--- config.mk ---
export PLATFORM = sky130hd
export DESIGN_NAME = DDRPI_top
export DESIGN_NICKNAME = d
export VERILOG_FILES = /design/src/rtl/ddrpi_top.v
export VERILOG_INCLUDE_DIRS = /design/src /design/src/rtl
export SDC_FILE = /design/constraint.sdc
export NUM_CORES = 1
export LEC_CHECK = 0
export BUFFER_PORTS_ARGS = -buffer_cell sky130_fd_sc_hd__buf_2
export CAP_MARGIN = 20
export CORE_MARGIN = 2
export CORE_UTILIZATION = 61
export CTS_CLUSTER_SIZE = 12
export DETAILED_ROUTE_END_ITERATION = 6
export PLACE_DENSITY_LB_ADDON = 0.12
export SETUP_SLACK_MARGIN = 0.5
export SKIP_LAST_GASP = 1
export SYNTH_ARGS = -nofsm -noshare
export SYNTH_HDL_FRONTEND = slang
export SYNTH_SLANG_ARGS = --single-unit
export TNS_END_PERCENT = 100
--- constraint.sdc ---
create_clock -name CLK_SYS -period 3.35 [get_ports CLK_SYS]
set_input_delay 0.1675 -clock CLK_SYS [delete_from_list [all_inputs] [get_ports CLK_SYS]]
set_output_delay 0.1675 -clock CLK_SYS [all_outputs]
set_load 0.1 [all_outputs]
--- src/rtl/ddrpi_regs.vh ---
// Constants for the DDR2 pin interface: pin slots, command codes, mode fields.
`ifndef DDRPI_REGS_VH
`define DDRPI_REGS_VH

// Positions of each pin in the synchroniser vector.
`define DDRPI_SYNC_W     35
`define DDRPI_P_CK       0
`define DDRPI_P_CK_N     1
`define DDRPI_P_CKE      2
`define DDRPI_P_CS_N     3
`define DDRPI_P_RAS_N    4
`define DDRPI_P_CAS_N    5
`define DDRPI_P_WE_N     6
`define DDRPI_P_ODT      7
`define DDRPI_P_BA_LO    8
`define DDRPI_P_BA_HI    10
`define DDRPI_P_AD_LO    11
`define DDRPI_P_AD_HI    24
`define DDRPI_P_DQ_LO    25
`define DDRPI_P_DQ_HI    32
`define DDRPI_P_DQS      33
`define DDRPI_P_DM       34

// Command codes on {RAS_N, CAS_N, WE_N} while chip select is low.
`define DDRPI_CMD_MRS    3'h0
`define DDRPI_CMD_REF    3'h1
`define DDRPI_CMD_PRE    3'h2
`define DDRPI_CMD_ACT    3'h3
`define DDRPI_CMD_WR     3'h4
`define DDRPI_CMD_RD     3'h5
`define DDRPI_CMD_NOP    3'h7

// Mode register fields on the address pins.
`define DDRPI_MR_BL_LO   0
`define DDRPI_MR_BL_HI   2
`define DDRPI_MR_CL_LO   4
`define DDRPI_MR_CL_HI   6
`define DDRPI_A_AP       10
`define DDRPI_EMR_RDQS   11
`define DDRPI_BL4_CODE   3'h2
`define DDRPI_BL8_CODE   3'h3
`define DDRPI_BA_MR      3'h0
`define DDRPI_BA_EMR1    3'h1

// Reset values of the mode fields.
`define DDRPI_RST_BL     3'h2
`define DDRPI_RST_CL     3'h3

// Power states.
`define DDRPI_ST_ACT     2'h0
`define DDRPI_ST_PPD     2'h1
`define DDRPI_ST_APD     2'h2
`define DDRPI_ST_SREF    2'h3

`endif

--- src/rtl/ddrpi_top.v ---
// DDR2 device pin interface: sampling, clock enable, masking and strobes.
`timescale 1ns/1ps
`include "ddrpi_regs.vh"

// How it works
// - Address and control are taken where CK rises and CK_N falls.
// - Read beats are driven on both directions of the clock crossing.
// - High CKE runs clocks, input buffers and drivers; low CKE stops them.
// - CKE low enters self refresh or precharge or active power-down.
// - CKE is sampled at crossings for power-down entry, exit, refresh entry.
// - Self refresh exit follows CKE going high without any clock edge.
// - Power-down leaves only clock, termination enable and CKE buffers on.
// - Self refresh leaves only the CKE buffer on.
// - Commands taken with chip select high are ignored.
// - Commands decode from chip select, row, column strobe and write enable.
// - Registered termination enable switches termination on data-side pins.
// - Write beats sampled with mask high are discarded.
// - The mask is sampled on both strobe edges with each beat.
// - An extended mode bit selects data mask or read strobe on x8.
// - Enabled read strobe mirrors the data strobe and disables masking.
module DDRPI_top (
  input  wire        CLK_SYS,
  input  wire        RST_N,
  input  wire        CK,
  input  wire        CK_N,
  input  wire        CKE,
  input  wire        CS_N,
  input  wire        RAS_N,
  input  wire        CAS_N,
  input  wire        WE_N,
  input  wire        ODT,
  input  wire [2:0]  BA,
  input  wire [13:0] ADDR,
  input  wire [7:0]  DQ_I,
  output reg  [7:0]  DQ_O,
  output reg         DQ_OE,
  input  wire        DQS_I,
  output reg         DQS_O,
  output reg         DQS_N_O,
  output reg         DQS_OE,
  input  wire        DM_I,
  output reg         RDQS_O,
  output reg         RDQS_N_O,
  output reg         RDQS_OE,
  output reg         TERM_EN,
  output reg         CLK_RUN,
  output reg         CMD_BUF_EN,
  output reg         CK_BUF_EN,
  output reg         ODT_BUF_EN,
  output reg  [1:0]  PWR_STATE,
  output reg         CMD_STB,
  output reg  [2:0]  CMD_CODE,
  output reg  [2:0]  CMD_BA,
  output reg  [13:0] CMD_ADDR,
  output reg         RD_BEAT,
  input  wire [7:0]  RD_DATA,
  output reg         WR_STB,
  output reg  [7:0]  WR_DATA,
  output reg  [2:0]  WR_BEAT
);

  // ------------------------------------------------------------------
  // Burst length decode
  // ------------------------------------------------------------------
  function [3:0] bl_of;
    input [2:0] code;
    begin
      bl_of = (code == `DDRPI_BL8_CODE) ? 4'h8 : 4'h4;
    end
  endfunction

  // ------------------------------------------------------------------
  // Pin synchronisers
  // ------------------------------------------------------------------
  wire [`DDRPI_SYNC_W-1:0] pin_in = {DM_I, DQS_I, DQ_I, ADDR, BA, ODT,
                                     WE_N, CAS_N, RAS_N, CS_N, CKE,
                                     CK_N, CK};
  reg  [`DDRPI_SYNC_W-1:0] sync1;
  reg  [`DDRPI_SYNC_W-1:0] sync2;
  reg  [`DDRPI_SYNC_W-1:0] sync3;
  reg  [`DDRPI_SYNC_W-1:0] flt;
  integer i;

  // A bit takes its new value once the second and third stages agree.
  always @(posedge CLK_SYS) begin
    if (!RST_N) begin
      sync1 <= {`DDRPI_SYNC_W{1'b0}};
      sync2 <= {`DDRPI_SYNC_W{1'b0}};
      sync3 <= {`DDRPI_SYNC_W{1'b0}};
      flt   <= {`DDRPI_SYNC_W{1'b0}};
    end else begin
      sync1 <= pin_in;
      sync2 <= sync1;
      sync3 <= sync2;
      for (i = 0; i < `DDRPI_SYNC_W; i = i + 1) begin
        if (sync2[i] == sync3[i]) begin
          flt[i] <= sync3[i];
        end
      end
    end
  end
  wire       cke_f  = flt[`DDRPI_P_CKE];
  wire       cs_n_f = flt[`DDRPI_P_CS_N];
  wire [2:0] cmd_f  = {flt[`DDRPI_P_RAS_N], flt[`DDRPI_P_CAS_N],
                       flt[`DDRPI_P_WE_N]};
  wire [2:0]  ba_f  = flt[`DDRPI_P_BA_HI:`DDRPI_P_BA_LO];
  wire [13:0] ad_f  = flt[`DDRPI_P_AD_HI:`DDRPI_P_AD_LO];
  wire [7:0]  dq_f  = flt[`DDRPI_P_DQ_HI:`DDRPI_P_DQ_LO];
  wire        dqs_f = flt[`DDRPI_P_DQS];
  wire        dm_f  = flt[`DDRPI_P_DM];

  // ------------------------------------------------------------------
  // Clock crossing detection
  // ------------------------------------------------------------------
  reg  xing_q;
  reg  dqs_q;
  wire xing     = flt[`DDRPI_P_CK] & ~flt[`DDRPI_P_CK_N];
  wire ck_rise  = xing & ~xing_q & CK_BUF_EN;
  wire ck_any   = (xing ^ xing_q) & CK_BUF_EN;
  wire dqs_edge = (dqs_f ^ dqs_q) & ~DQS_OE & CMD_BUF_EN;

  always @(posedge CLK_SYS) begin
    if (!RST_N) begin
      xing_q <= 1'b0;
      dqs_q  <= 1'b0;
    end else begin
      xing_q <= xing;
      dqs_q  <= dqs_f;
    end
  end

  // ------------------------------------------------------------------
  // Power state machine
  // ------------------------------------------------------------------
  localparam [1:0] ST_ACT  = `DDRPI_ST_ACT;
  localparam [1:0] ST_PPD  = `DDRPI_ST_PPD;
  localparam [1:0] ST_APD  = `DDRPI_ST_APD;
  localparam [1:0] ST_SREF = `DDRPI_ST_SREF;
  reg  [1:0] state;
  reg  [1:0] next_state;
  reg  [7:0] bank_open;
  reg        cke_prev;
  wire       cmd_take = ck_rise & ~cs_n_f & (state == ST_ACT)
                        & cke_prev;
  always @* begin
    next_state = state;
    case (state)
      ST_ACT: begin
        if (ck_rise && !cke_f) begin
          if (!cs_n_f && cmd_f == `DDRPI_CMD_REF) begin
            next_state = ST_SREF;
          end else if (|bank_open) begin
            next_state = ST_APD;
          end else begin
            next_state = ST_PPD;
          end
        end
      end
      ST_PPD, ST_APD: begin
        if (ck_rise && cke_f) begin
          next_state = ST_ACT;
        end
      end
      ST_SREF: begin
        if (cke_f) begin
          next_state = ST_ACT;
        end
      end
      default: next_state = ST_ACT;
    endcase
  end

  always @(posedge CLK_SYS) begin
    if (!RST_N) begin
      state      <= ST_ACT;
      cke_prev   <= 1'b0;
      PWR_STATE  <= ST_ACT;
      CLK_RUN    <= 1'b0;
      CMD_BUF_EN <= 1'b0;
      CK_BUF_EN  <= 1'b0;
      ODT_BUF_EN <= 1'b0;
    end else begin
      state     <= next_state;
      PWR_STATE <= next_state;
      if (ck_rise || next_state == ST_SREF) begin
        cke_prev <= cke_f & (next_state == ST_ACT);
      end
      CLK_RUN    <= (next_state == ST_ACT);
      CMD_BUF_EN <= (next_state == ST_ACT);
      CK_BUF_EN  <= (next_state != ST_SREF);
      ODT_BUF_EN <= (next_state != ST_SREF);
    end
  end

  // ------------------------------------------------------------------
  // Command decode, mode settings and bank tracking
  // ------------------------------------------------------------------
  reg [2:0] mr_bl;
  reg [2:0] mr_cl;
  reg       rdqs_en;
  always @(posedge CLK_SYS) begin
    if (!RST_N) begin
      CMD_STB   <= 1'b0;
      CMD_CODE  <= `DDRPI_CMD_NOP;
      CMD_BA    <= 3'h0;
      CMD_ADDR  <= 14'h0000;
      mr_bl     <= `DDRPI_RST_BL;
      mr_cl     <= `DDRPI_RST_CL;
      rdqs_en   <= 1'b0;
      bank_open <= 8'h00;
      TERM_EN   <= 1'b0;
    end else begin
      CMD_STB <= cmd_take & (cmd_f != `DDRPI_CMD_NOP);
      if (cmd_take) begin
        CMD_CODE <= cmd_f;
        CMD_BA   <= ba_f;
        CMD_ADDR <= ad_f;
        case (cmd_f)
          `DDRPI_CMD_MRS: begin
            if (ba_f == `DDRPI_BA_MR) begin
              mr_bl <= ad_f[`DDRPI_MR_BL_HI:`DDRPI_MR_BL_LO];
              mr_cl <= ad_f[`DDRPI_MR_CL_HI:`DDRPI_MR_CL_LO];
            end else if (ba_f == `DDRPI_BA_EMR1) begin
              rdqs_en <= ad_f[`DDRPI_EMR_RDQS];
            end
          end
          `DDRPI_CMD_ACT: begin
            bank_open[ba_f] <= 1'b1;
          end
          `DDRPI_CMD_PRE: begin
            if (ad_f[`DDRPI_A_AP]) begin
              bank_open <= 8'h00;
            end else begin
              bank_open[ba_f] <= 1'b0;
            end
          end
          `DDRPI_CMD_WR, `DDRPI_CMD_RD: begin
            if (ad_f[`DDRPI_A_AP]) begin
              bank_open[ba_f] <= 1'b0;
            end
          end
          default: bank_open <= bank_open;
        endcase
      end
      // Termination follows the value registered at each rising crossing.
      TERM_EN <= ODT_BUF_EN
                 & (ck_rise ? flt[`DDRPI_P_ODT] : TERM_EN);
    end
  end

  // ------------------------------------------------------------------
  // Write beats
  // ------------------------------------------------------------------
  reg [3:0] wr_left;
  always @(posedge CLK_SYS) begin
    if (!RST_N) begin
      wr_left <= 4'h0;
      WR_STB  <= 1'b0;
      WR_DATA <= 8'h00;
      WR_BEAT <= 3'h0;
    end else begin
      WR_STB <= 1'b0;
      if (cmd_take && cmd_f == `DDRPI_CMD_WR) begin
        wr_left <= bl_of(mr_bl);
        WR_BEAT <= 3'h7;
      end else if (dqs_edge && wr_left != 4'h0) begin
        wr_left <= wr_left - 4'h1;
        WR_BEAT <= WR_BEAT + 3'h1;
        WR_DATA <= dq_f;
        WR_STB  <= ~(dm_f & ~rdqs_en);
      end
    end
  end

  // ------------------------------------------------------------------
  // Read beats and strobes
  // ------------------------------------------------------------------
  reg [2:0] rd_wait;
  reg [3:0] rd_left;
  reg       rd_arm;
  always @(posedge CLK_SYS) begin
    if (!RST_N) begin
      rd_wait  <= 3'h0;
      rd_left  <= 4'h0;
      rd_arm   <= 1'b0;
      RD_BEAT  <= 1'b0;
      DQ_O     <= 8'h00;
      DQ_OE    <= 1'b0;
      DQS_O    <= 1'b0;
      DQS_N_O  <= 1'b1;
      DQS_OE   <= 1'b0;
      RDQS_O   <= 1'b0;
      RDQS_N_O <= 1'b1;
      RDQS_OE  <= 1'b0;
    end else begin
      RD_BEAT <= 1'b0;
      if (!CLK_RUN) begin
        rd_arm   <= 1'b0;
        rd_left  <= 4'h0;
        DQ_OE    <= 1'b0;
        DQS_OE   <= 1'b0;
        RDQS_OE  <= 1'b0;
      end else if (cmd_take && cmd_f == `DDRPI_CMD_RD) begin
        rd_wait <= mr_cl;
        rd_arm  <= 1'b1;
      end else if (rd_arm && ck_rise) begin
        if (rd_wait <= 3'h1) begin
          rd_arm   <= 1'b0;
          rd_left  <= bl_of(mr_bl);
          DQS_O    <= 1'b0;
          DQS_N_O  <= 1'b1;
          DQS_OE   <= 1'b1;
          RDQS_O   <= 1'b0;
          RDQS_N_O <= 1'b1;
          RDQS_OE  <= rdqs_en;
        end else begin
          rd_wait <= rd_wait - 3'h1;
        end
      end else if (ck_any && rd_left != 4'h0) begin
        rd_left  <= rd_left - 4'h1;
        RD_BEAT  <= 1'b1;
        DQ_O     <= RD_DATA;
        DQ_OE    <= 1'b1;
        DQS_O    <= ~DQS_O;
        DQS_N_O  <= DQS_O;
        RDQS_O   <= ~DQS_O;
        RDQS_N_O <= DQS_O;
      end else if (ck_any && DQS_OE) begin
        DQ_OE   <= 1'b0;
        DQS_OE  <= 1'b0;
        RDQS_OE <= 1'b0;
      end
    end
  end

endmodule

### After elaboration in Yosys (flattened, before gate mapping)

Cells that the tools add are included.

* $add $sub $neg: 4
* $lt $le $gt $ge: 3
* equal/unequal tests: 52
* multiplexer cells: 38
* bitwise operators: 32
* reductions and logical operators: 43

Operators by type and width (number)
* == test 1 bit: 35
* 2-to-1 mux 4 bit: 6
* one-hot mux 8 bit (3 select lines): 1
* 2-to-1 mux 1 bit: 17
* 2-to-1 mux 8 bit: 2
* AND reduction 4 bit: 4
* 2-to-1 mux 3 bit: 5
* AND reduction 3 bit: 5
* NOT 1 bit: 14
* bitwise AND 1 bit: 13
* nonzero test 2 bit: 6
* logical AND 1 bit: 10
* 2-to-1 mux 2 bit: 5
* == test 3 x 2 -> 1 bit (second input constant): 3
* bitwise AND 8 bit: 1
* != test 2 bit (second input constant): 4
* NOT 8 bit: 1
* bitwise OR 8 bit: 1
* nonzero test 4 bit: 2
* OR reduction 8 bit: 1
* subtractor 4 x 1 -> 4 bit (second input constant): 2
* == test 2 bit (second input constant): 3
* == test 3 x 1 -> 1 bit (second input constant): 2
* == test 3 bit (second input constant): 2
* 20 further kinds: 27

* bits in registers: 222
* input port bits: 45
* output and inout port bits: 56
* word-level logic and storage cells: 239

### Logic depth before layout (Yosys ltp)

* word-level depth: 10
* mapped depth: 8

### Worst setup path after synthesis

Ideal clock, no wire load.

* path kind: reg2reg
* start: register state[0]
* end: register DQ_O[0]
* library setup time: 72 ps
* arrival: 2513 ps
* slack: 765 ps
* stages on the path, launching flop included: 9
* period minus slack after synthesis: 2585 ps
* cell sequence: dfxtp_1 > inv_1 > ha_1 > and4b_1 > buf_6 > and4_4 > nor4b_2 > buf_4 > mux2i_1

* longest elaborated chain between the ends: 6

RTL lines
* start: declaration: RTL line ddrpi_top.v:139 `reg [1:0] state;`
* start signal: assignment: RTL line ddrpi_top.v:183 `state <= next_state;`
* logical NOT 2 bit: RTL line ddrpi_top.v:143 `wire cmd_take = ck_rise & ~cs_n_f & (state == ST_ACT)`
* bitwise AND 1 bit: RTL line ddrpi_top.v:143
* bitwise AND 1 bit: RTL line ddrpi_top.v:144 `& cke_prev;`
* logical AND 1 bit (no line)
* NOT 1 bit (no line)
* AND reduction 4 bit (no line)
* end signal: assignment: RTL line ddrpi_top.v:287 `DQ_O <= 8'h00;`
* end signal: assignment: RTL line ddrpi_top.v:322 `DQ_O <= RD_DATA;`
* end: declaration: RTL line ddrpi_top.v:35 `output reg [7:0] DQ_O,`

No other way between the ends.
A chain may end at the register's enable or synchronous reset.

### Worst setup path after layout

* start: register flt[0]
* end: register WR_STB

* longest elaborated chain between the ends: 8

RTL lines
* start: declaration: RTL line ddrpi_top.v:81 `` reg [`DDRPI_SYNC_W-1:0] flt; ``
* start signal: assignment: RTL line ddrpi_top.v:90 `` flt <= {`DDRPI_SYNC_W{1'b0}}; ``
* start signal: indexed assignment: RTL line ddrpi_top.v:97 `flt[i] <= sync3[i];`
* bitwise AND 1 bit: RTL line ddrpi_top.v:117 `` wire xing = flt[`DDRPI_P_CK] & ~flt[`DDRPI_P_CK_N]; ``
* named net xing: RTL line ddrpi_top.v:117
* bitwise AND 1 bit (2 in a row): RTL line ddrpi_top.v:118 `wire ck_rise = xing & ~xing_q & CK_BUF_EN;`
* bitwise AND 1 bit (2 in a row): RTL line ddrpi_top.v:143
* bitwise AND 1 bit: RTL line ddrpi_top.v:144
* logical AND 1 bit (no line)
* OR reduction 3 bit (no line)
* end signal: assignment: RTL line ddrpi_top.v:270 `WR_STB <= ~(dm_f & ~rdqs_en);`
* end: declaration: RTL line ddrpi_top.v:57 `output reg WR_STB,`

The timed path passes the listed nets, and every way through them passes these cells.

==> metrics.txt <==
CTS buffer count=23; cell taking the most area after synthesis=dfxtp_1; LEAKAGE=about 3.8 nW; most frequent cells in the layout=dfxtp_1, nand2_1, and2_1; die area=roughly 14000 um2; Max Cap Violations=0; commonest non-fill, non-tap cell in the layout=dfxtp_1; Final Max Slew Viols=0; Async S/R FF share, synth=0%; placed cells=roughly 1000; routability congestion estimate=about 0.84; crit share post-route=roughly 71%; Post-Synth XOR/XNOR Area=less than 1%; final setup fails=0; clk sink count=roughly 220; grt met1 use=between 20 and 30%; Syn Std Cell Area=slightly below 8000 um2; placed cell areas=8318 um2; Via density=5.200; Synth Area in Compound Gates=a little under an eighth; Area growth syn-to-layout=20.98%; Final nets=~1000; status=finished, final reports clean; gr busiest metal=met2; core region area=~13000 um2; part of the Yosys area used for sequential elements=56.98%; via count=slightly below 6000; Seq cells post-synth=~220; CTS root buffer=clkbuf_16; crit-path max FO=9; CTS H-Tree Depth=1; postcts setup bufs=0; wire length per cell=13.86 um; final WL=about 16000 um; Post-route DRC=0; Primary FF master, synth=dfxtp_1; # diodes=0; Initial Util=approximately 62%; layout cells sized above 1=15.93%; Finished Cell Area=9437 um2; Post-Syn Instances=a little over 800; num ports=about 100; Final ANT Viol Nets=0; startpoint types=flop; post-route insts no fill=about 1100; Peak VDD IR=slightly above 400 uV; Pre-antenna DRT Iters=4; HPWL Detailed=roughly 9400 um; initial antenna violation count=0; PD cells=about 550 nW/um2; RSZ-0062 raised after global routing=no; Util after Layout=between 70 and 80%; clock-pin slew on the worst setup and hold paths=0.06 ns; f_max=~0.42 GHz; # rows=between 40 and 50; sum of negative setup slack=0 ns; syn_nets=roughly 870; vias in the first global route=about 5600; WP data arrival=~2.8 ns; Worst Clk Skew=approximately 0.010 ns; post-synth top area share=between 50% and 60%; multiplexer share of the synthesized area=about 3.6%; post-synthesis adder-cell area fraction=~1.3%; WP data required=around 3.8 ns; Die Span X=117.1 um; 1st-iter DRT viols=between 400 and 500; GR met3 Demand/Resource=4.068%; EDFF count, synth=0; warnings from Yosys=0; Die H=117.1 um; first-pass GRT wire length=25250 um; Hold Path Class=input pin to flop; PortBufs=100; Skew-Pair Late Insertion Delay=slightly above 0.5 ns; largest family of logic cells by synthesized area=simple AND/OR/NAND/NOR gates; type of element capturing the critical path=flop; Yosys cell types=55; Synth Area in Simple Gates=a little under a quarter; Total GRT Usage=22.76%; Setup CP Type=flop to flop; min Tclk post-route=between 2 and 2.5 ns; final hold violation count=0; Rel. slew slack=43.85%; measured slew at the worst slew-check pin=approximately 0.84 ns; Avg Inst Size Synth=approximately 9.6 um2; Longest Clk Path Bufs=3; M2 GR Usage=about 40%; grt ovf=0; pin count of the biggest net entering global routing=111; Area contributors post-synth=dfxtp_1, and2_1, nand2_1; CTS tree=built
synth_stat cells (3+ instances only):
master / instances
o221a_2: 6
mux2_2: 3
nor3b_1: 3
o211ai_1: 7
nor3_1: 10
o31ai_1: 3
a21oi_1: 68
buf_2: 7
dfxtp_1: 222
and3_1: 3
clkbuf_1: 35
nand2_1: 132
nor2_1: 27
buf_4: 6
nand4_1: 5
and2_1: 110
nand2b_1: 7
o21ai_0: 44
nand3_1: 13
mux2i_1: 25
inv_1: 11
a211oi_1: 6
nor2b_1: 11
ha_1: 8
timing repair:
item,CTS,global route
hold endpoints to repair,43,0
gates resized for setup,0,0
hold buffers,43,0
state kept, by name, indices dropped and copies added (netlist names), 2 cells and up:
name and count:
rd_wait 3, WR_DATA 8, flt 35, CMD_ADDR 14, sync1 35, sync2 35, rd_left 4, bank_open 8
state 2, CMD_BA 3, wr_left 4, sync3 35, mr_cl 3, DQ_O 8, mr_bl 3, CMD_CODE 3
WR_BEAT 3
per-stage QoR:
stage	power, mW	worst slack (ns)	hold slack, ns
after floorplan	2.866	0.7653	0.2948
after global placement	2.907	1.120	0.3721
after detailed placement	2.913	1.006	0.3756
after CTS	5.271	0.9722	0.2008
after global routing	5.414	0.8234	0.2546
final	5.228	0.9651	0.2049
routing by layer:
| layer | part of all wire (%) | up-vias | routed length [um] |
|---|---|---|---|
| li1 | - | 2965 | - |
| met1 | 45 | 2699 | 7007 |
| met2 | 48 | 128 | 7495 |
| met3 | 4.4 | 32 | 685 |
| met4 | 2.2 | 0 | 337 |
| met5 | 0 | - | 0 |
where the power goes:
part	total, mW	internal [mW]	switching [mW]
sequential	2.72	2.69	0.0238
clock	2.33	1.37	0.967
combinational	0.178	0.0854	0.0923
final timing paths:
check	start	endpoint	slack [ns]	depth (start not counted)
hold reg to reg	sync1[0]	sync2[0]	0.43	1
hold / removal	RST_N	CMD_BUF_EN	0.20	3
setup / recovery	flt[0]	WR_STB	0.97	6
setup reg to reg	flt[0]	WR_STB	0.97	6
critical path, cell delays in order, from the launching register on:
cell and delay, ns:
dfxtp_1 0.33, nor2b_1 0.17, ha_1 0.31, and4b_1 0.42, nand4b_2 0.34, and2_1 0.46, and3_1 0.25
final cells by class:
| class | count | area, um2 |
|---|---|---|
| flip-flops and latches | 222 | 4444 |
| fillers | 869 | 3132 |
| well taps | 172 | 215.2 |
| inverters | 12 | 45.04 |
| multi-input cells | 531 | 3073 |
| repair buffers | 148 | 970.9 |
| clock inverters | 2 | 25.02 |
| clock buffers | 33 | 663.1 |
kinds of logic (layout without fill, tap and decap cells):
family | Yosys count | after routing
compound gates | 150 | 150
xor+xnor | 4 | 4
fa+ha+maj | 8 | 8
buf+inv | 63 | 195
flops | 222 | 222
mux | 28 | 28
simple gates | 341 | 341
Power figures use the tool's default switching activity.
